### src/adcrat_regs.svh
// Purpose: Register offsets, field positions, reset values and counts
// Assumes: Word-aligned registers on a 32-bit classic Wishbone slave
// Notes:   Registers carry 8 bits in the low byte, ISTAT and IMASK only 2; upper bits read zero
`ifndef ADCRAT_REGS_SVH
`define ADCRAT_REGS_SVH

// -----------------------------------------------------------------
// Offsets
// -----------------------------------------------------------------
`define ADCRAT_OFF_RES_LOW   8'h00
`define ADCRAT_OFF_RES_HIGH  8'h04
`define ADCRAT_OFF_SFIO      8'h08
`define ADCRAT_OFF_CHSEL     8'h0C
`define ADCRAT_OFF_CTRL      8'h10
`define ADCRAT_OFF_ISTAT     8'h14
`define ADCRAT_OFF_IMASK     8'h18

// -----------------------------------------------------------------
// Field positions
// -----------------------------------------------------------------
`define ADCRAT_SFIO_TS_MSB   7
`define ADCRAT_SFIO_TS_LSB   5
`define ADCRAT_SFIO_HS_BIT   4
`define ADCRAT_CH_LADJ_BIT   5
`define ADCRAT_CH_MUX_MSB    4
`define ADCRAT_CTRL_EN_BIT   7
`define ADCRAT_CTRL_SC_BIT   6
`define ADCRAT_CTRL_AT_BIT   5
`define ADCRAT_CTRL_DF_BIT   4
`define ADCRAT_CTRL_PS_MSB   2
`define ADCRAT_IRQ_DONE_BIT  0
`define ADCRAT_IRQ_TRIG_BIT  1

// -----------------------------------------------------------------
// Reset values and counts
// -----------------------------------------------------------------
`define ADCRAT_RST_BYTE      8'h00
`define ADCRAT_RST_RESULT    10'h000
`define ADCRAT_RST_IRQ       2'h0
`define ADCRAT_CONV_CLKS     5'h0D
`define ADCRAT_FIRST_CLKS    5'h19
`define ADCRAT_DIFF_FIRST    5'h08
`define ADCRAT_DIFF_LAST     5'h1D

`endif

### src/adcrat_pkg.sv
// Purpose: Types shared by the converter control block
// Assumes: Constants live in adcrat_regs.svh
// Notes:   State of adcrat_top and of adcrat_conv is one packed struct each
package adcrat_pkg;

   typedef enum logic [1:0] {
      ADCRAT_IDLE = 2'b00,
      ADCRAT_RUN  = 2'b01,
      ADCRAT_DONE = 2'b11
   } adcrat_state_e;

   typedef enum logic [2:0] {
      ADCRAT_SRC_FREE  = 3'h0,
      ADCRAT_SRC_ACMP  = 3'h1,
      ADCRAT_SRC_EXT0  = 3'h2,
      ADCRAT_SRC_T0CM  = 3'h3,
      ADCRAT_SRC_T0OV  = 3'h4,
      ADCRAT_SRC_T1CMB = 3'h5,
      ADCRAT_SRC_T1OV  = 3'h6,
      ADCRAT_SRC_T1CAP = 3'h7
   } adcrat_src_e;

   typedef struct packed {
      adcrat_state_e st;
      logic [7:0]    div_cnt;
      logic [4:0]    clk_cnt;
      logic          warm;
      logic [9:0]    sync1;
      logic [9:0]    sync2;
      logic [9:0]    res;
      logic          done;
   } adcrat_conv_s;

   typedef struct packed {
      logic        ack;
      logic [31:0] dat;
      logic        irq;
      logic [9:0]  res;
      logic        locked;
      logic [7:0]  chsel;
      logic [7:0]  sfio;
      logic [7:0]  ctrl;
      logic [1:0]  istat;
      logic [1:0]  imask;
      logic        trig_prev;
   } adcrat_top_s;

endpackage

### src/adcrat_top.sv
// Purpose: Converter result registers, auto trigger and Wishbone slave
// Assumes: trig_flags_i come from on-chip logic on clk_i
// Notes:   Result bytes lock from a low-byte read until a high-byte read
`timescale 1ns/100ps
`include "adcrat_regs.svh"

// Contract
// - A finished conversion loads the 10-bit result into the low/high byte pair.
// - Differential channels give a two's complement result.
// - Low-byte read blocks result updates until the high byte is read.
// - Right adjust: bits 9:8 in high 1:0, 7:0 in low, rest zero.
// - Left adjust: bits 9:2 in high, 1:0 in low 7:6, rest zero.
// - Trigger source field at 7:5 has no effect unless auto trigger is on.
// - Auto trigger starts a conversion on each rising edge of selected flag; the code ignores an edge that comes while a conversion is busy.
// - Switching from a clear source to a set source is a rising edge.
// - Selecting free running source zero never makes a trigger event.
// - Source codes: free, comparator, ext irq 0, T0 cmp, T0 ovf, T1 cmpB, ovf, cap.
// - High speed bit 4 selects a faster conversion rate.
// - Writing one to auto trigger enable turns on auto triggering.
// - Done flag sets when a conversion finishes; it is the free running trigger.
module adcrat_top (
   input  wire logic        clk_i,
   input  wire logic        rst_i,
   input  wire logic        wb_cyc_i,
   input  wire logic        wb_stb_i,
   input  wire logic        wb_we_i,
   input  wire logic [7:0]  wb_adr_i,
   input  wire logic [3:0]  wb_sel_i,
   input  wire logic [31:0] wb_dat_i,
   output logic      [31:0] wb_dat_o,
   output logic             wb_ack_o,
   input  wire logic [7:1]  trig_flags_i,
   input  wire logic [9:0]  sample_i,
   output logic             irq_o,
   output logic             high_speed_o,
   output logic      [4:0]  channel_o
);

   // -----------------------------------------------------------------
   // State and helpers
   // -----------------------------------------------------------------
   adcrat_pkg::adcrat_top_s q;
   adcrat_pkg::adcrat_top_s d;

   logic       conv_busy;
   logic       conv_done;
   logic [9:0] conv_result;
   logic       conv_start;
   logic       req;
   logic       wr;
   logic       rd;
   logic       sw_start;
   logic       trig_now;
   logic       trig_edge;
   logic       free_run;
   logic [2:0] src;
   logic       diff_sel;

   // Byte presentation of the stored result
   function automatic logic [7:0] present(input logic [9:0] r, input logic ladj,
                                          input logic hi);
      logic [7:0] b;
      if (ladj) begin
         b = hi ? r[9:2] : {r[1:0], 6'h00};
      end else begin
         b = hi ? {6'h00, r[9:8]} : r[7:0];
      end
      return b;
   endfunction

   // Level of the selected trigger flag; free running gives none
   function automatic logic trig_level(input logic [2:0] s, input logic [7:1] f);
      logic l;
      unique case (adcrat_pkg::adcrat_src_e'(s))
         adcrat_pkg::ADCRAT_SRC_FREE:  l = 1'b0;
         adcrat_pkg::ADCRAT_SRC_ACMP:  l = f[1];
         adcrat_pkg::ADCRAT_SRC_EXT0:  l = f[2];
         adcrat_pkg::ADCRAT_SRC_T0CM:  l = f[3];
         adcrat_pkg::ADCRAT_SRC_T0OV:  l = f[4];
         adcrat_pkg::ADCRAT_SRC_T1CMB: l = f[5];
         adcrat_pkg::ADCRAT_SRC_T1OV:  l = f[6];
         adcrat_pkg::ADCRAT_SRC_T1CAP: l = f[7];
      endcase
      return l;
   endfunction

   // -----------------------------------------------------------------
   // Conversion sequencer
   // -----------------------------------------------------------------
   adcrat_conv u_conv (
      .clk_i        (clk_i),
      .rst_i        (rst_i),
      .enable_i     (q.ctrl[`ADCRAT_CTRL_EN_BIT]),
      .start_i      (conv_start),
      .prescale_i   (q.ctrl[`ADCRAT_CTRL_PS_MSB:0]),
      .high_speed_i (q.sfio[`ADCRAT_SFIO_HS_BIT]),
      .diff_i       (diff_sel),
      .sample_i     (sample_i),
      .busy_o       (conv_busy),
      .done_o       (conv_done),
      .result_o     (conv_result)
   );

   // -----------------------------------------------------------------
   // Bus decode and trigger
   // -----------------------------------------------------------------
   always_comb begin
      req      = wb_cyc_i && wb_stb_i && !q.ack;
      wr       = req && wb_we_i && wb_sel_i[0];
      rd       = req && !wb_we_i;
      src      = q.sfio[`ADCRAT_SFIO_TS_MSB:`ADCRAT_SFIO_TS_LSB];
      diff_sel = (q.chsel[`ADCRAT_CH_MUX_MSB:0] >= `ADCRAT_DIFF_FIRST)
              && (q.chsel[`ADCRAT_CH_MUX_MSB:0] <= `ADCRAT_DIFF_LAST);
      // Software start; first conversion of free running comes from here
      sw_start = wr && (wb_adr_i == `ADCRAT_OFF_CTRL)
              && wb_dat_i[`ADCRAT_CTRL_SC_BIT];
      trig_now = trig_level(src, trig_flags_i);
      // Edge from previous selected level, so a switch counts too
      trig_edge = q.ctrl[`ADCRAT_CTRL_AT_BIT] && trig_now && !q.trig_prev;
      free_run  = q.ctrl[`ADCRAT_CTRL_AT_BIT]
               && (src == adcrat_pkg::ADCRAT_SRC_FREE) && conv_done;
      conv_start = q.ctrl[`ADCRAT_CTRL_EN_BIT] && !conv_busy
                && (sw_start || trig_edge || free_run);
   end

   // -----------------------------------------------------------------
   // Register file and result
   // -----------------------------------------------------------------
   always_comb begin
      d           = q;
      d.ack       = req;
      d.trig_prev = trig_now;

      if (wr) begin
         unique case (wb_adr_i)
            `ADCRAT_OFF_SFIO:  d.sfio  = wb_dat_i[7:0];
            `ADCRAT_OFF_CHSEL: d.chsel = wb_dat_i[7:0];
            `ADCRAT_OFF_CTRL: begin
               d.ctrl[7:5] = wb_dat_i[7:5];
               d.ctrl[3:0] = wb_dat_i[3:0];
               d.ctrl[`ADCRAT_CTRL_SC_BIT] = 1'b0;
               if (wb_dat_i[`ADCRAT_CTRL_DF_BIT]) begin
                  d.ctrl[`ADCRAT_CTRL_DF_BIT] = 1'b0;
               end
            end
            `ADCRAT_OFF_IMASK: d.imask = wb_dat_i[1:0];
            default: d.imask = q.imask;
         endcase
      end

      d.dat = 32'h0000_0000;
      if (rd) begin
         unique case (wb_adr_i)
            `ADCRAT_OFF_RES_LOW: begin
               d.dat[7:0] = present(q.res, q.chsel[`ADCRAT_CH_LADJ_BIT], 1'b0);
               d.locked   = 1'b1;
            end
            `ADCRAT_OFF_RES_HIGH: begin
               d.dat[7:0] = present(q.res, q.chsel[`ADCRAT_CH_LADJ_BIT], 1'b1);
               d.locked   = 1'b0;
            end
            `ADCRAT_OFF_SFIO:  d.dat[7:0] = q.sfio;
            `ADCRAT_OFF_CHSEL: d.dat[7:0] = q.chsel;
            `ADCRAT_OFF_CTRL: begin
               d.dat[7:0] = q.ctrl;
               d.dat[`ADCRAT_CTRL_SC_BIT] = conv_busy;
            end
            `ADCRAT_OFF_ISTAT: begin
               d.dat[1:0] = q.istat;
               d.istat    = `ADCRAT_RST_IRQ;
            end
            `ADCRAT_OFF_IMASK: d.dat[1:0] = q.imask;
            default: d.dat = 32'h0000_0000;
         endcase
      end

      // Hardware sets after software clears, so a set wins
      if (conv_done) begin
         if (!q.locked) begin
            d.res = conv_result;
         end
         d.ctrl[`ADCRAT_CTRL_DF_BIT]  = 1'b1;
         d.istat[`ADCRAT_IRQ_DONE_BIT] = 1'b1;
      end
      if (conv_start && trig_edge) begin
         d.istat[`ADCRAT_IRQ_TRIG_BIT] = 1'b1;
      end
      if (!d.ctrl[`ADCRAT_CTRL_EN_BIT]) begin
         d.ctrl[`ADCRAT_CTRL_SC_BIT] = 1'b0;
      end
      d.irq = |(d.istat & d.imask);
   end

   always_ff @(posedge clk_i) begin
      if (rst_i) begin
         q <= '0;
      end else begin
         q <= d;
      end
   end

   // -----------------------------------------------------------------
   // Outputs
   // -----------------------------------------------------------------
   assign wb_dat_o     = q.dat;
   assign wb_ack_o     = q.ack;
   assign irq_o        = q.irq;
   assign high_speed_o = q.sfio[`ADCRAT_SFIO_HS_BIT];
   assign channel_o    = q.chsel[`ADCRAT_CH_MUX_MSB:0];

   // -----------------------------------------------------------------
   // Checks
   // -----------------------------------------------------------------
   a_ack_single: assert property (@(posedge clk_i) disable iff (rst_i)
      (wb_cyc_i && wb_stb_i && !wb_ack_o) |=> (wb_ack_o ##1 !wb_ack_o))
      else $error("ack not a single cycle after request");

   a_result_load: assert property (@(posedge clk_i) disable iff (rst_i)
      (conv_done && !q.locked) |=> (q.res == $past(conv_result)))
      else $error("result not loaded on completion");

   a_result_lock: assert property (@(posedge clk_i) disable iff (rst_i)
      (q.locked && !(rd && wb_adr_i == `ADCRAT_OFF_RES_HIGH))
      |=> (q.locked && $stable(q.res)))
      else $error("locked result changed");

   a_right_adjust: assert property (@(posedge clk_i) disable iff (rst_i)
      (rd && wb_adr_i == `ADCRAT_OFF_RES_HIGH && !q.chsel[`ADCRAT_CH_LADJ_BIT])
      |=> (wb_dat_o[7:2] == 6'h00 && wb_dat_o[1:0] == $past(q.res[9:8])))
      else $error("right adjusted high byte wrong");

   a_left_adjust: assert property (@(posedge clk_i) disable iff (rst_i)
      (rd && wb_adr_i == `ADCRAT_OFF_RES_LOW && q.chsel[`ADCRAT_CH_LADJ_BIT])
      |=> (wb_dat_o[5:0] == 6'h00 && wb_dat_o[7:6] == $past(q.res[1:0])))
      else $error("left adjusted low byte wrong");

   a_trig_ignored: assert property (@(posedge clk_i) disable iff (rst_i)
      (!q.ctrl[`ADCRAT_CTRL_AT_BIT] && !sw_start && !conv_busy) |=> !conv_busy)
      else $error("start without auto trigger or software");

   a_trig_edge: assert property (@(posedge clk_i) disable iff (rst_i)
      (q.ctrl[`ADCRAT_CTRL_AT_BIT] && q.ctrl[`ADCRAT_CTRL_EN_BIT] && !conv_busy
       && trig_now && !q.trig_prev) |=> conv_busy)
      else $error("trigger edge did not start conversion");

   a_free_no_edge: assert property (@(posedge clk_i) disable iff (rst_i)
      (src == adcrat_pkg::ADCRAT_SRC_FREE && !sw_start && !conv_done && !conv_busy)
      |=> !conv_busy)
      else $error("free running source made a trigger edge");

   a_done_flag: assert property (@(posedge clk_i) disable iff (rst_i)
      conv_done |=> (q.ctrl[`ADCRAT_CTRL_DF_BIT] && q.istat[`ADCRAT_IRQ_DONE_BIT]))
      else $error("done flags not set on completion");

   a_free_next: assert property (@(posedge clk_i) disable iff (rst_i)
      (conv_done && q.ctrl[`ADCRAT_CTRL_AT_BIT] && q.ctrl[`ADCRAT_CTRL_EN_BIT]
       && src == adcrat_pkg::ADCRAT_SRC_FREE) |=> conv_busy)
      else $error("free running did not restart");

   a_irq_level: assert property (@(posedge clk_i) disable iff (rst_i)
      ##1 (irq_o == |(q.istat & q.imask)))
      else $error("interrupt level disagrees with status and mask");

   // -----------------------------------------------------------------
   // Bus and register checks
   // -----------------------------------------------------------------
   a_dat_idle: assert property (@(posedge clk_i) disable iff (rst_i)
      !wb_ack_o |-> (wb_dat_o == 32'h0000_0000))
      else $error("read data not zero outside an ack");

   a_dat_upper: assert property (@(posedge clk_i) disable iff (rst_i)
      wb_dat_o[31:8] == 24'h00_0000)
      else $error("upper read data bits not zero");

   a_ack_idle: assert property (@(posedge clk_i) disable iff (rst_i)
      (!(wb_cyc_i && wb_stb_i) && !wb_ack_o) |=> !wb_ack_o)
      else $error("ack without a request");

   a_busy_read: assert property (@(posedge clk_i) disable iff (rst_i)
      (rd && wb_adr_i == `ADCRAT_OFF_CTRL)
      |=> (wb_dat_o[`ADCRAT_CTRL_SC_BIT] == $past(conv_busy)))
      else $error("start bit does not read as busy");

   a_chan_write: assert property (@(posedge clk_i) disable iff (rst_i)
      (wr && wb_adr_i == `ADCRAT_OFF_CHSEL)
      |=> (channel_o == $past(wb_dat_i[`ADCRAT_CH_MUX_MSB:0])))
      else $error("channel output not written");

   a_hs_write: assert property (@(posedge clk_i) disable iff (rst_i)
      (wr && wb_adr_i == `ADCRAT_OFF_SFIO)
      |=> (high_speed_o == $past(wb_dat_i[`ADCRAT_SFIO_HS_BIT])))
      else $error("high speed output not written");

   a_auto_write: assert property (@(posedge clk_i) disable iff (rst_i)
      (wr && wb_adr_i == `ADCRAT_OFF_CTRL)
      |=> (q.ctrl[`ADCRAT_CTRL_AT_BIT] == $past(wb_dat_i[`ADCRAT_CTRL_AT_BIT])))
      else $error("auto trigger enable not written");

   a_sw_start: assert property (@(posedge clk_i) disable iff (rst_i)
      (sw_start && q.ctrl[`ADCRAT_CTRL_EN_BIT] && !conv_busy) |=> conv_busy)
      else $error("software start ignored");

   a_off_idle: assert property (@(posedge clk_i) disable iff (rst_i)
      !q.ctrl[`ADCRAT_CTRL_EN_BIT] |=> !conv_busy)
      else $error("converter busy while disabled");

   a_lock_set: assert property (@(posedge clk_i) disable iff (rst_i)
      (rd && wb_adr_i == `ADCRAT_OFF_RES_LOW) |=> q.locked)
      else $error("low byte read did not lock");

   a_lock_clear: assert property (@(posedge clk_i) disable iff (rst_i)
      (rd && wb_adr_i == `ADCRAT_OFF_RES_HIGH) |=> !q.locked)
      else $error("high byte read did not unlock");

   a_right_low: assert property (@(posedge clk_i) disable iff (rst_i)
      (rd && wb_adr_i == `ADCRAT_OFF_RES_LOW && !q.chsel[`ADCRAT_CH_LADJ_BIT])
      |=> (wb_dat_o[7:0] == $past(q.res[7:0])))
      else $error("right adjusted low byte wrong");

   a_left_high: assert property (@(posedge clk_i) disable iff (rst_i)
      (rd && wb_adr_i == `ADCRAT_OFF_RES_HIGH && q.chsel[`ADCRAT_CH_LADJ_BIT])
      |=> (wb_dat_o[7:0] == $past(q.res[9:2])))
      else $error("left adjusted high byte wrong");

   a_src_decode: assert property (@(posedge clk_i) disable iff (rst_i)
      (src != adcrat_pkg::ADCRAT_SRC_FREE) |-> (trig_now == trig_flags_i[src]))
      else $error("trigger source decode wrong");

   a_trig_status: assert property (@(posedge clk_i) disable iff (rst_i)
      (conv_start && trig_edge) |=> q.istat[`ADCRAT_IRQ_TRIG_BIT])
      else $error("trigger status not set");

   a_done_clear: assert property (@(posedge clk_i) disable iff (rst_i)
      (wr && wb_adr_i == `ADCRAT_OFF_CTRL && wb_dat_i[`ADCRAT_CTRL_DF_BIT] && !conv_done)
      |=> !q.ctrl[`ADCRAT_CTRL_DF_BIT])
      else $error("done flag not cleared by a one");

   a_stat_read: assert property (@(posedge clk_i) disable iff (rst_i)
      (rd && wb_adr_i == `ADCRAT_OFF_ISTAT && !conv_done && !(conv_start && trig_edge))
      |=> (q.istat == `ADCRAT_RST_IRQ))
      else $error("status not cleared by a read");

endmodule

### src/adcrat_conv.sv
// Purpose: Conversion sequencer: paces one conversion, captures the sample
// Assumes: sample_i comes from the analog front end in offset binary
// Notes:   First conversion after enable takes the longer count
`timescale 1ns/100ps
`include "adcrat_regs.svh"

module adcrat_conv (
   input  wire logic       clk_i,
   input  wire logic       rst_i,
   input  wire logic       enable_i,
   input  wire logic       start_i,
   input  wire logic [2:0] prescale_i,
   input  wire logic       high_speed_i,
   input  wire logic       diff_i,
   input  wire logic [9:0] sample_i,
   output logic            busy_o,
   output logic            done_o,
   output logic [9:0]      result_o
);

   adcrat_pkg::adcrat_conv_s q;
   adcrat_pkg::adcrat_conv_s d;

   // Terminal count of the converter clock divider
   function automatic logic [7:0] div_term(input logic [2:0] ps, input logic hs);
      logic [7:0] f;
      f = (ps == 3'h0) ? 8'h02 : (8'h01 << ps);
      if (hs) begin
         f = (f > 8'h02) ? (f >> 1) : 8'h01;
      end
      return f - 8'h01;
   endfunction

   always_comb begin
      d       = q;
      d.sync1 = sample_i;
      d.sync2 = q.sync1;
      d.done  = 1'b0;
      if (!enable_i) begin
         d.st   = adcrat_pkg::ADCRAT_IDLE;
         d.warm = 1'b0;
      end else begin
         unique case (q.st)
            adcrat_pkg::ADCRAT_IDLE: begin
               if (start_i) begin
                  d.st      = adcrat_pkg::ADCRAT_RUN;
                  d.div_cnt = 8'h00;
                  d.clk_cnt = (q.warm ? `ADCRAT_CONV_CLKS : `ADCRAT_FIRST_CLKS) - 5'h01;
               end
            end
            adcrat_pkg::ADCRAT_RUN: begin
               if (q.div_cnt == div_term(prescale_i, high_speed_i)) begin
                  d.div_cnt = 8'h00;
                  if (q.clk_cnt == 5'h00) begin
                     d.st = adcrat_pkg::ADCRAT_DONE;
                  end else begin
                     d.clk_cnt = q.clk_cnt - 5'h01;
                  end
               end else begin
                  d.div_cnt = q.div_cnt + 8'h01;
               end
            end
            adcrat_pkg::ADCRAT_DONE: begin
               // Differential result as two's complement
               d.res  = diff_i ? {~q.sync2[9], q.sync2[8:0]} : q.sync2;
               d.done = 1'b1;
               d.warm = 1'b1;
               d.st   = adcrat_pkg::ADCRAT_IDLE;
            end
            default: d.st = adcrat_pkg::ADCRAT_IDLE;
         endcase
      end
   end

   always_ff @(posedge clk_i) begin
      if (rst_i) begin
         q <= '0;
      end else begin
         q <= d;
      end
   end

   assign busy_o   = (q.st != adcrat_pkg::ADCRAT_IDLE);
   assign done_o   = q.done;
   assign result_o = q.res;

   a_diff_encode: assert property (@(posedge clk_i) disable iff (rst_i)
      (enable_i && q.st == adcrat_pkg::ADCRAT_DONE && diff_i)
      |=> (q.res[9] == !$past(q.sync2[9])))
      else $error("differential result not two's complement");

endmodule

### config.mk
export PLATFORM = sky130hd
export DESIGN_NAME = adcrat_top
export DESIGN_NICKNAME = d
export VERILOG_FILES = /design/src/adcrat_pkg.sv /design/src/adcrat_top.sv /design/src/adcrat_conv.sv
export VERILOG_INCLUDE_DIRS = /design/src
export SDC_FILE = /design/constraint.sdc
export NUM_CORES = 1
export LEC_CHECK = 0
export ABC_CLOCK_PERIOD_IN_PS = 4400
export BUFFER_PORTS_ARGS = -buffer_cell sky130_fd_sc_hd__buf_2
export CAP_MARGIN = 10
export CORE_MARGIN = 2
export CORE_UTILIZATION = 54
export DETAILED_ROUTE_END_ITERATION = 10
export MAX_ROUTING_LAYER = met4
export PLACE_DENSITY = 0.8
export SYNTH_ARGS = -nofsm -noshare
export SYNTH_HDL_FRONTEND = slang
export SYNTH_SLANG_ARGS = --single-unit
### constraint.sdc
create_clock -name clk_i -period 4.4 [get_ports clk_i]
set_clock_uncertainty 0.05 [all_clocks]
set_input_delay 0 -clock clk_i [delete_from_list [all_inputs] [get_ports clk_i]]
set_output_delay 0 -clock clk_i [all_outputs]
set_load 0.05 [all_outputs]
# --- After elaboration in Yosys (flattened, before gate mapping) ---
# Cells that the tools add are included.
classes:
  add_sub_neg: 4
  magnitude_cmp: 3
  n_eq_ne: 20
  shifts: 1
  n_mux: 32
  bitwise: 5
  reduce_logical: 45
op_table:
  columns: ["cell", "n"]
  rows:
  - ["two-way mux 8 bit", 7]
  - ["case mux 6 bit (5 select lines)", 1]
  - ["case mux 13 bit (2 select lines)", 1]
  - ["two-way mux 5 bit", 5]
  - ["equality test 8 x 5 -> 1 bit (second input constant)", 3]
  - ["equality test 8 x 4 -> 1 bit (second input constant)", 2]
  - ["logical AND 1 bit", 15]
  - ["two-way mux 15 bit", 1]
  - ["case mux 2 bit (7 select lines)", 1]
  - ["equality test 3 bit (second input constant)", 4]
  - ["two-way mux 2 bit", 6]
  - ["AND reduction 2 bit", 6]
  - ["nonzero test 2 bit", 6]
  - ["two-way mux 10 bit", 1]
  - ["subtractor 5 x 1 -> 5 bit (second input constant)", 2]
  - ["AND reduction 3 bit", 3]
  - ["adder 8 x 1 -> 8 bit (second input constant)", 1]
  - ["equality test 8 x 3 -> 1 bit (second input constant)", 1]
  - ["equality test 8 bit", 1]
  - ["> comparator 8 x 2 -> 1 bit (second input constant)", 1]
  - ["logical NOT 8 bit", 1]
  - ["case mux 1 bit (8 select lines)", 1]
  - ["left shift 1 x 3 -> 8 bit (first input constant)", 1]
  - ["subtractor 8 x 1 -> 8 bit (second input constant)", 1]
  - ["21 further kinds", 38]
totals:
  regBits: 120
  inputBits: 66
  output_inout_bits: 40

# --- Logic depth before layout (Yosys ltp) ---
# Gate-level depths: netlist of run 1.
depth:
  ltp_word: 13
  ltp_mapped: 13
  mapped_depth_nobuf: 11

# --- By module ---
# Synthesis of run 1 repeated with hierarchy kept, for this count alone.
unflattened:
  cells_unflattened: 546
  area_unflattened_um2: 4778.3
modules_own_cells:
  columns: ["mod", "n_inst", "cells_each", "area_each_um2", "seq_area_each_um2"]
  rows:
  - ["adcrat_top", 1, 298, 2601.2, 980.9]
  - ["adcrat_conv", 1, 248, 2177.1, 940.9]

# --- Least setup slack after synthesis of run 1 ---
# OpenSTA, ideal clock, no wires.
synth_timing:
  path_kind: "reg-to-reg"
  from: "register q, in the netlist high_speed_o"
  to: "register u_conv.q[32] in the netlist's numbering"
  setup_time_ns: 0.070
  t_arrival_ns: 3.587
  required_time_ns: 4.280
  slack_ns: 0.693
  path_stages_with_launch: 13
  path_buffers: 2
  synth_period_minus_slack_ns: 3.707
  path_cell_list: "dfxtp_1 > clkbuf_1 > inv_1 > a211o_1 > ha_1 > buf_6 > nor3b_1 > a221o_1 > or3_4 > a2111oi_4 > o21bai_2 > or4_1 > a21oi_1"
synth_between:
  elab_chain_cells: 7
synth_rtl:
  columns: ["item", "line_no", "text"]
  rows:
  - ["from (decl)", "adcrat_top.sv:42", "adcrat_pkg::adcrat_top_s q;"]
  - ["from (signal assigned)", "adcrat_top.sv:196", "q <= '0;"]
  - ["from (signal assigned)", "adcrat_top.sv:198", "q <= d;"]
  - ["two-way mux 8 bit", "adcrat_conv.sv:28", "if (hs) begin"]
  - ["two-way mux 8 bit", "adcrat_conv.sv:43", "unique case (q.st)"]
  - ["two-way mux 8 bit", "adcrat_conv.sv:39", "if (!enable_i) begin"]
  - ["subtractor 8 x 1 -> 8 bit", "adcrat_conv.sv:31", "return f - 8'h01;"]
  - ["equality test 8 bit", "adcrat_conv.sv:52", "if (q.div_cnt == div_term(prescale_i, high_speed_i)) begin"]
  - ["inequality test 2 x 1 -> 1 bit (no source line)", null, null]
  - ["AND reduction 5 bit (no source line)", null, null]
  - ["to (signal assigned)", "adcrat_conv.sv:77", "q <= '0;"]
  - ["to (signal assigned)", "adcrat_conv.sv:79", "q <= d;"]
  - ["to (decl)", "adcrat_conv.sv:21", "adcrat_pkg::adcrat_conv_s q;"]
# Every way passes these cells. The select of a mux whose other input is x is not followed.
# A chain may end at the register's enable or synchronous reset.

# --- Final worst setup path of run 1 ---
layout_timing:
  from: "register q[6] in the netlist's numbering"
  to: "register u_conv.q[32] in the netlist's numbering"
layout_between:
  elab_chain_cells: 11
layout_rtl:
  columns: ["item", "line_no", "text"]
  rows:
  - ["logical NOT 3 bit / left shift 1 x 3 -> 8 bit (equally long branches)", "adcrat_conv.sv:27", "f = (ps == 3'h0) ? 8'h02 : (8'h01 << ps);"]
  - ["two-way mux 8 bit *", "adcrat_conv.sv:27", null]
  - ["> comparator 8 x 2 -> 1 bit", "adcrat_conv.sv:29", "f = (f > 8'h02) ? (f >> 1) : 8'h01;"]
  - ["two-way mux 7 bit", "adcrat_conv.sv:29", null]
  - ["two-way mux 8 bit *", "adcrat_conv.sv:28", null]
  - ["two-way mux 8 bit *", "adcrat_conv.sv:43", null]
  - ["two-way mux 8 bit *", "adcrat_conv.sv:39", null]
  - ["subtractor 8 x 1 -> 8 bit *", "adcrat_conv.sv:31", null]
  - ["equality test 8 bit *", "adcrat_conv.sv:52", null]
  - ["inequality test 2 x 1 -> 1 bit (no source line) *", null, null]
  - ["AND reduction 5 bit (no source line) *", null, null]
# Every way passes the cells marked *; elsewhere a longest branch is shown, timed or not. The select of a mux whose other input is x is not followed.

==> metrics.txt, run 1 <==
delay of the slowest critical-path stage 610 ps; leak pwr 1.99 nW; antenna-violating nets left 0; Pwr per Cell Area 306 nW/um2; Psw 0.431 mW; max_cap viols 0; Seq/Total Area, Yosys 41.7%; part of the power in combinational logic 8.0%; Clock Tree Root clkbuf_8; part of the power in the clock network 35.6%; wire length per cell 14.8 um; Die W 96.4 um; clk_lat worst skew 380 ps; relative slew slack 45.7%; die span in y 96.4 um; # IOs 106; initial antenna violation count 0; Hold Vio Cnt, Final 0; most frequent cells in the layout dfxtp_1, nand2_1, buf_2; worst vdd ir 0.295 mV; # DRC 0; Cell variety after synth 65; Worst Tran Pin Value 815 ps; prevailing post-synth register cell dfxtp_1; num rows 33; Fmax 264 MHz; Post-Place Cell Area 4700 um2; Crit Reg-Reg Startpoint q[6]; Syn Inst Count 537; r2r setup slk 610 ps; H-tree depth 3; DR vias/cell 5.61; EDFF count, synth 0; Crit Path Max Fanout 16; PostCTS Resize Cnt 0; top-area cell type share of the netlist area 41.7%; Net count, final 649; die footprint 9290 um2; starting density of the core 55.8%; CTS tree done; layout cells sized above 1 15.4%; status completed; asr flop ratio synth 0%; Layout area overhead 10.7%; clock-pin transition on the worst setup and hold timing paths 100 ps; Yosys top cell by area dfxtp_1; first-pass GRT wire length 16600 um; Worst setup EP type flip-flop; RSZ-0062 raised after global routing false; critical path buffer and inverter count 0; initial DRC count 290; mapped cell area 4610 um2; Setup CP Type reg -> reg; max-slew violations 0; Pint 1.13 mW; IO buf count 54; Final HPWL DP 6940 um; HP Class in -> reg; CP Data Arrival Time 4040 ps; crit path capture u_conv.q[32]; FILL cells 709; WP depth 11; gr usage total 23.9%; Sw Share 27.6%; Worst EP required 4650 ps; register bit count reported by yosys 96; sequential share of power 56.4%; core area 8260 um2; number of global-route vias before repair 3495; FF-to-FF End u_conv.q[32]; Syn. warnings 0; Setup crit start kind flip-flop; Crit. Startpoint q[6]; Synth area leaders dfxtp_1, buf_4, nand2_1, a21oi_1, mux2i_1; clock tree buffer depth 2; area occupied by multi-input gates 2350 um2; Final Util 61.8%; sequential cell area 1920 um2; Clock Sink Count 96; Sum Neg Setup Slack 0 ps; Design Area, Final 5100 um2; First-pass DRT Iterations 5; most common cell after layout, fill and taps aside dfxtp_1; Worst R2R Path Depth 11; Post-Route WL 10200 um; total congestion overflow 0; slowest CP cell dfxtp_1; CP top delay family simple AND/OR/NAND/NOR gates; largest net degree at the start of global routing 86; CTS Buf Count 9; Period Utilization, post-route 86.1%; # diodes 0; CP Cell Sequence nor2b_1, nor2_1, a211o_1, ha_1, nor3b_1, a221o_1, or3_4, a2111oi_4, o21bai_2, or4_1, a21oi_1; via count 3873; final setup vio count 0; Syn Area/Cell 8.58 um2; routability cong. 0.965; minimum clock period 3790 ps
[worst reg2reg max path: cells and delay by family (launching register included)]
family / cells / cell delay (ps)
AO/OA/AOI/OAI: 5 / 1350
adder cells (fa/ha/maj): 1 / 330
flip-flops: 1 / 610
AND/OR/NAND/NOR: 5 / 1370
[stage by stage]
step / instances / power [mW] / setup slack, ps / hold slack (ps)
global route: 690 / 1.62 / 332 / 65.8
finish: 690 / 1.56 / 610 / 46.7
global placement: 653 / 1.01 / 776 / 157
floorplan: 560 / 0.999 / 693 / 78.2
detailed placement: 653 / 1.01 / 637 / 166
CTS: 690 / 1.57 / 615 / 21.8
[final cells by class]
class	instances	area share, %
Multi-Input combinational cell	393	46.2
Sequential cell	96	37.7
Timing Repair Buffer	77	9.72
Tap cell	105	2.58
Clock buffer	9	2.43
Clock inverter	7	1.20
Inverter	3	0.221
[power groups by stage]
stage / Clock, mW / Sequential [mW] / Combinational, mW
after floorplan: 0 / 0.902 / 0.0969
after global placement: 0 / 0.901 / 0.106
after detailed placement: 0 / 0.901 / 0.108
after CTS: 0.567 / 0.881 / 0.122
after global routing: 0.603 / 0.883 / 0.134
final: 0.557 / 0.881 / 0.125
[registers in the layout, indices dropped and copies added, names as in the netlist]
register / count
channel_o: 5
u_conv.q: 26
wb_dat_o: 8
u_conv.done_o: 1
u_conv.result_o: 10
q: 33
wb_ack_o: 1
irq_o: 1
u_conv.d: 10
high_speed_o: 1
[synthesized netlist by cell type, drive strengths merged (2+ instances only)]
cell type,n
a211oi,6
a21oi,50
a221o,2
a22o,2
a22oi,7
a311oi,4
a31oi,2
a32o,2
a32oi,3
and3,2
buf,45
clkbuf,23
dfxtp,96
ha,3
inv,3
mux2,5
mux2i,22
nand2,74
nand2b,5
nand3,7
nand3b,7
nand4,5
nand4b,2
nor2,53
nor2b,30
nor3,5
nor3b,4
nor4,2
nor4b,4
nor4bb,3
o211ai,2
o21ai,11
o21bai,2
o22ai,3
o31ai,2
or2,2
or3,8
or3b,3
or4,2
xnor2,6
xor2,3
[cell families after synthesis]
kind of cell | count (synthesis) | synth area share (%)
flops | 96 | 41.7
other cells | 1 | 0.0814
mux | 28 | 6.49
simple gates | 223 | 24.8
buf+inv | 71 | 9.04
compound gates | 106 | 15.2
fa+ha+maj | 3 | 0.815
xor+xnor | 9 | 1.87
[metal layers]
| layer | track usage (%) | vias up | part of all wire (%) |
|---|---|---|---|
| met5 | - | - | 0 |
| met4 | 10.1 | 0 | 3.0 |
| met3 | 5.01 | 30 | 7.2 |
| met2 | 37.0 | 168 | 47 |
| met1 | 30.5 | 1778 | 42 |
| li1 | - | 1897 | - |
[timing repair]
item / CTS / global route
hold buffers: 21 / 0
endpoints found under the hold margin: 39 / 0
setup buffers: 0 / 0
[worst min path at each step]
stage | from | end | cells after the start
after global placement | sample_i[3] | u_conv.d[14] | 2
after detailed placement | sample_i[4] | u_conv.d[15] | 2
after floorplan | sample_i[0] | u_conv.d[11] | 1
final | wb_stb_i | wb_ack_o | 3
after global routing | wb_stb_i | wb_ack_o | 3
after CTS | wb_stb_i | wb_ack_o | 3
(Power assumes the default switching activity.)
==> run 2: changes to the inputs <==
--- a/config.mk
+++ b/config.mk
@@ -7,13 +7,15 @@
 export NUM_CORES = 1
 export LEC_CHECK = 0
 export ABC_CLOCK_PERIOD_IN_PS = 4400
-export BUFFER_PORTS_ARGS = -buffer_cell sky130_fd_sc_hd__buf_2
 export CAP_MARGIN = 10
+export CELL_PAD_IN_SITES_DETAIL_PLACEMENT = 1
+export CELL_PAD_IN_SITES_GLOBAL_PLACEMENT = 1
 export CORE_MARGIN = 2
-export CORE_UTILIZATION = 54
+export CORE_UTILIZATION = 47
 export DETAILED_ROUTE_END_ITERATION = 10
+export DONT_BUFFER_PORTS = 1
 export MAX_ROUTING_LAYER = met4
-export PLACE_DENSITY = 0.8
+export PLACE_DENSITY = 0.79
 export SYNTH_ARGS = -nofsm -noshare
 export SYNTH_HDL_FRONTEND = slang
 export SYNTH_SLANG_ARGS = --single-unit
==> metrics.txt, run 2 (synthesis results as in run 1) <==
Clock Tree Root clkbuf_8; Hold EP wb_dat_o[0]; Worst setup EP type flip-flop; initial DRC count 201; post-route insts no fill 683; Net count, final 614; Top Registers q: 33 flops, u_conv.q: 26 flops; status completed; leak pwr 1.82 nW; Worst R2R Path Depth 11; CP top delay family simple AND/OR/NAND/NOR gates; gr usage total 24.1%; # placed instances 629; Setup CP Type reg -> reg; Largest register FFs 33; minimum clock period 3750 ps; total congestion overflow 0; Crit Path Max Fanout 16; Worst Hold Depth 3; die span in y 103 um; largest net degree at the start of global routing 86; critical path buffer and inverter count 0; PostCTS Resize Cnt 0; hold_ws 17.5 ps; RSZ-0062 raised after global routing false; CP Data Arrival Time 4000 ps; num rows 36; routability cong. 0.803; Hold Vio Cnt, Final 0; final setup vio count 0; Setup crit start kind flip-flop; CTS Buf Count 9; fin worst setup slack 651 ps; Crit Reg-Reg Startpoint q[6]; worst min-delay path startpoint wb_adr_i[7]; First-pass DRT Iterations 4; Layout area overhead 9.67%; # IOs 106; FF-to-FF End u_conv.q[32]; # DRC 0; Final HPWL DP 7810 um; Power Total 1.52 mW; clock-pin transition on the worst setup and hold timing paths 90 ps; CTS tree done; layout cells sized above 1 6.91%; Worst EP required 4650 ps; Worst Tran Pin Value 683 ps; Post-Route WL 12000 um; DR vias/cell 5.68; HP Class in -> reg; Fmax 267 MHz; delay of the slowest critical-path stage 620 ps; most frequent cells in the layout dfxtp_1, nand2_1, nor2_1; pre-CTS setup slack 707 ps; H-tree depth 3; Die W 103 um; Biggest register q; wire length per cell 17.6 um; die footprint 10600 um2; Sum Neg Setup Slack 0 ps; starting density of the core 47.8%; max-slew violations 0; relative slew slack 54.4%; Period Utilization, post-route 85.2%; clk_lat worst skew 370 ps; # diodes 0; first-pass GRT wire length 19000 um; initial antenna violation count 0; Pwr per Cell Area 300 nW/um2; CP Cell Sequence nor2b_1, nor2_1, a211o_1, ha_1, nor3b_1, a221o_1, or3_4, a2111oi_4, o21bai_2, or4_1, a21oi_1; IO buf count 0; number of global-route vias before repair 3816; worst vdd ir 0.242 mV; most common cell after layout, fill and taps aside dfxtp_1; max_cap viols 0; Clock Sink Count 96; r2r setup slk 650 ps; antenna-violating nets left 0; via count 3878; core area 9640 um2; clock tree buffer depth 2; slowest CP cell dfxtp_1
-- run 2: cell types whose count changed in the layout (fill, tap and decap cells not counted), sizes merged --
cell	change
clkinvlp	+1
buf	-51
inv	-2
clkbuf	+1
dlygate4sd3	+16
-- run 2: per-layer routing --
metal | GRT usage (%) | wire length (um)
met1 | 28.5 | 5060
met2 | 40.5 | 6020
met3 | 4.47 | 668
met4 | 9.51 | 242
met5 | - | 0
-- run 2: timing repair --
action	in CTS	in global routing
hold buffers	38	0
setup endpoints to repair	0	0
endpoints found under the hold margin	96	0
buffers inserted	0	0
-- run 2: power by group --
group | leakage, nW | internal [mW] | total (mW) | switching [mW]
logic | 0.962 | 0.0299 | 0.109 | 0.0787
clock network | 0.0831 | 0.208 | 0.524 | 0.316
registers | 0.778 | 0.878 | 0.883 | 0.00486
-- run 2: worst reg2reg max path: stages (launching register included) --
cell and delay, ps:
dfxtp_1 620, nor2b_1 230, nor2_1 50, a211o_1 230
ha_1 340, nor3b_1 240, a221o_1 300, or3_4 350
a2111oi_4 440, o21bai_2 190, or4_1 510, a21oi_1 140
-- run 2: final cells by class --
cell class	instances	area, um2
flip-flops and latches	96	1920
clock buffers	10	128
fillers	1175	4590
well taps	133	166
repair buffers	42	428
inverters	3	11.3
multi-input cells	393	2350
clock inverters	6	42.5
-- run 2: per-stage QoR --
| stage | area (um2) | utilization [%] |
|---|---|---|
| 2_1_floorplan | 4690 | - |
| 3_3_place_gp | 4480 | 46.5 |
| 3_5_place_dp | 4480 | 46.5 |
| 4_1_cts | 5050 | 52.4 |
| 5_1_grt | 5050 | 52.4 |
| 6_report | 5050 | 52.4 |
-- run 2: worst max path at each step --
stage                 start      endpoint  slack [ps]  cells after the start
4_1_cts                q[6]  u_conv.q[41]         670                     11
5_1_grt                q[6]  u_conv.q[41]         320                     11
6_report               q[6]  u_conv.q[32]         650                     11
3_3_place_gp           q[6]  u_conv.q[32]         800                     11
3_5_place_dp           q[6]  u_conv.q[32]         710                     11
2_1_floorplan  high_speed_o  u_conv.q[32]         690                     12
==> run 3: changes to the inputs <==
--- a/config.mk
+++ b/config.mk
@@ -9,13 +9,13 @@
 export ABC_CLOCK_PERIOD_IN_PS = 4400
 export CAP_MARGIN = 10
 export CELL_PAD_IN_SITES_DETAIL_PLACEMENT = 1
-export CELL_PAD_IN_SITES_GLOBAL_PLACEMENT = 1
+export CELL_PAD_IN_SITES_GLOBAL_PLACEMENT = 2
 export CORE_MARGIN = 2
-export CORE_UTILIZATION = 47
+export CORE_UTILIZATION = 37
 export DETAILED_ROUTE_END_ITERATION = 10
 export DONT_BUFFER_PORTS = 1
 export MAX_ROUTING_LAYER = met4
-export PLACE_DENSITY = 0.79
+export PLACE_DENSITY_LB_ADDON = 0.1
 export SYNTH_ARGS = -nofsm -noshare
 export SYNTH_HDL_FRONTEND = slang
 export SYNTH_SLANG_ARGS = --single-unit
==> metrics.txt, run 3 (synthesis results as in run 1) <==
layout cells sized above 1 7.13%; # DRC 0; Pwr per Cell Area 346 nW/um2; Design Area, Final 5200 um2; Setup CP Type reg -> reg; minimum clock period 3750 ps; total congestion overflow 0; most common cell after layout, fill and taps aside dfxtp_1; gr usage total 19.5%; FF-to-FF End u_conv.q[32]; slowest CP cell dfxtp_1; initial DRC count 192; HP Class in -> reg; relative slew slack 54.1%; Post-Place Cell Area 4530 um2; status completed; final setup vio count 0; Largest register FFs 33; DR vias/cell 5.23; Sum Neg Setup Slack 0 ps; r2r setup slk 650 ps; CP Data Arrival Time 3970 ps; # placed instances 664; first-pass GRT wire length 19600 um; core area 12100 um2; most frequent cells in the layout dfxtp_1, nand2_1, nor2_1; IO buf count 0; wire length per cell 16.8 um; Setup crit start kind flip-flop; Clock Sink Count 96; number of global-route vias before repair 3759; Net count, final 611; PostCTS Resize Cnt 0; CTS Buf Count 9; Fmax 267 MHz; num rows 40; Top Registers q: 33 flops, u_conv.q: 26 flops; Crit. Startpoint q[6]; # diodes 0; Worst EP required 4620 ps; First-pass DRT Iterations 4; antenna-violating nets left 0; via count 3737; Layout area overhead 12.9%; clock tree buffer depth 2; delay of the slowest critical-path stage 610 ps; RSZ-0062 raised after global routing false; Crit Path Max Fanout 16; starting density of the core 38.2%; leak pwr 1.88 nW; Hold Vio Cnt, Final 0; clk_lat worst skew 350 ps; clock-pin transition on the worst setup and hold timing paths 70 ps; CP Cell Sequence nor2b_1, nor2_1, a211o_1, ha_1, nor3b_1, a221o_1, or3_4, a2111oi_4, o21bai_2, or4_1, a21oi_1; Worst R2R Path Depth 11; Worst setup EP type flip-flop; H-tree depth 3; area occupied by multi-input gates 2350 um2; largest net degree at the start of global routing 85; Final HPWL DP 7970 um; FILL cells 1416; worst vdd ir 0.220 mV; Crit Reg-Reg Startpoint q[6]; post-route insts no fill 715; Worst Tran Pin Value 682 ps; max_cap viols 0; CTS tree done; Period Utilization, post-route 85.2%; initial antenna violation count 0; routability cong. 0.804; Die W 116 um; die span in y 116 um; die footprint 13400 um2; # IOs 106; sequential cell area 1920 um2; Clock Tree Root clkbuf_16; hold_ws 16.7 ps; crit path capture u_conv.q[32]; Post-Route WL 12000 um; Biggest register q; max-slew violations 0
==> run 3: changes by cell type in the layout (fill, tap and decap cells not counted) <==
| cell | delta |
|---|---|
| clkbuf_1 | -1 |
| inv_6 | -1 |
| clkinvlp_4 | +1 |
| clkbuf_16 | +9 |
| clkbuf_8 | -8 |
| clkinv_2 | -1 |
| dlygate4sd3_1 | -3 |
| bufinv_16 | +1 |
==> run 3: layout make-up <==
| type | instances | share of cell area [%] |
|---|---|---|
| Timing Repair Buffer | 39 | 7.65 |
| Clock buffer | 10 | 4.59 |
| Tap cell | 168 | 4.04 |
| Multi-Input combinational cell | 393 | 45.3 |
| Inverter | 3 | 0.217 |
| Sequential cell | 96 | 36.9 |
| Clock inverter | 6 | 1.27 |
==> run 3: power by group <==
group | internal [mW] | leakage, nW | switching [mW]
clock | 0.457 | 0.141 | 0.350
combinational | 0.0311 | 0.959 | 0.0791
sequential | 0.878 | 0.778 | 0.00455
total | 1.37 | 1.88 | 0.434
==> run 3: critical path: cells and delay by family (launching register included) <==
| family | cells | cell delay [ps] |
|---|---|---|
| and+or+nand+nor | 5 | 1360 |
| AOI/OAI and AO/OA | 5 | 1320 |
| DFF | 1 | 610 |
| adders and majority gates | 1 | 320 |
==> run 3: how the worst min path moves through the flow <==
stage,slack (ps),end,startpoint,cells past startpoint
after CTS,4,q[1],wb_adr_i[4],3
after detailed placement,30,q[12],rst_i,1
after global routing,50,wb_dat_o[7],wb_adr_i[6],3
final,20,q[1],wb_adr_i[4],3
after global placement,30,u_conv.q[20],rst_i,1
after floorplan,80,u_conv.d[11],sample_i[0],1
==> run 3: what timing repair did <==
item / 4_1_cts / 5_1_grt
hold buffers: 35 / 0
endpoints found under the hold margin: 94 / 0
setup buffers: 0 / 0
==> run 3: layer usage <==
metal	vias up	wire length [um]	track usage [%]
met4	0	223	7.71
met5	-	0	-
met2	87	5600	30.9
li1	1827	-	-
met3	15	522	3.35
met1	1808	5680	24.8
==> run 3: through the flow <==
| step | worst slack, ps | power [mW] | util [%] |
|---|---|---|---|
| after CTS | 651 | 1.82 | 43.1 |
| after global placement | 737 | 0.971 | 37.5 |
| after global routing | 379 | 1.88 | 43.1 |
| after floorplan | 693 | 0.999 | - |
| after detailed placement | 681 | 0.971 | 37.5 |
| final | 649 | 1.80 | 43.1 |
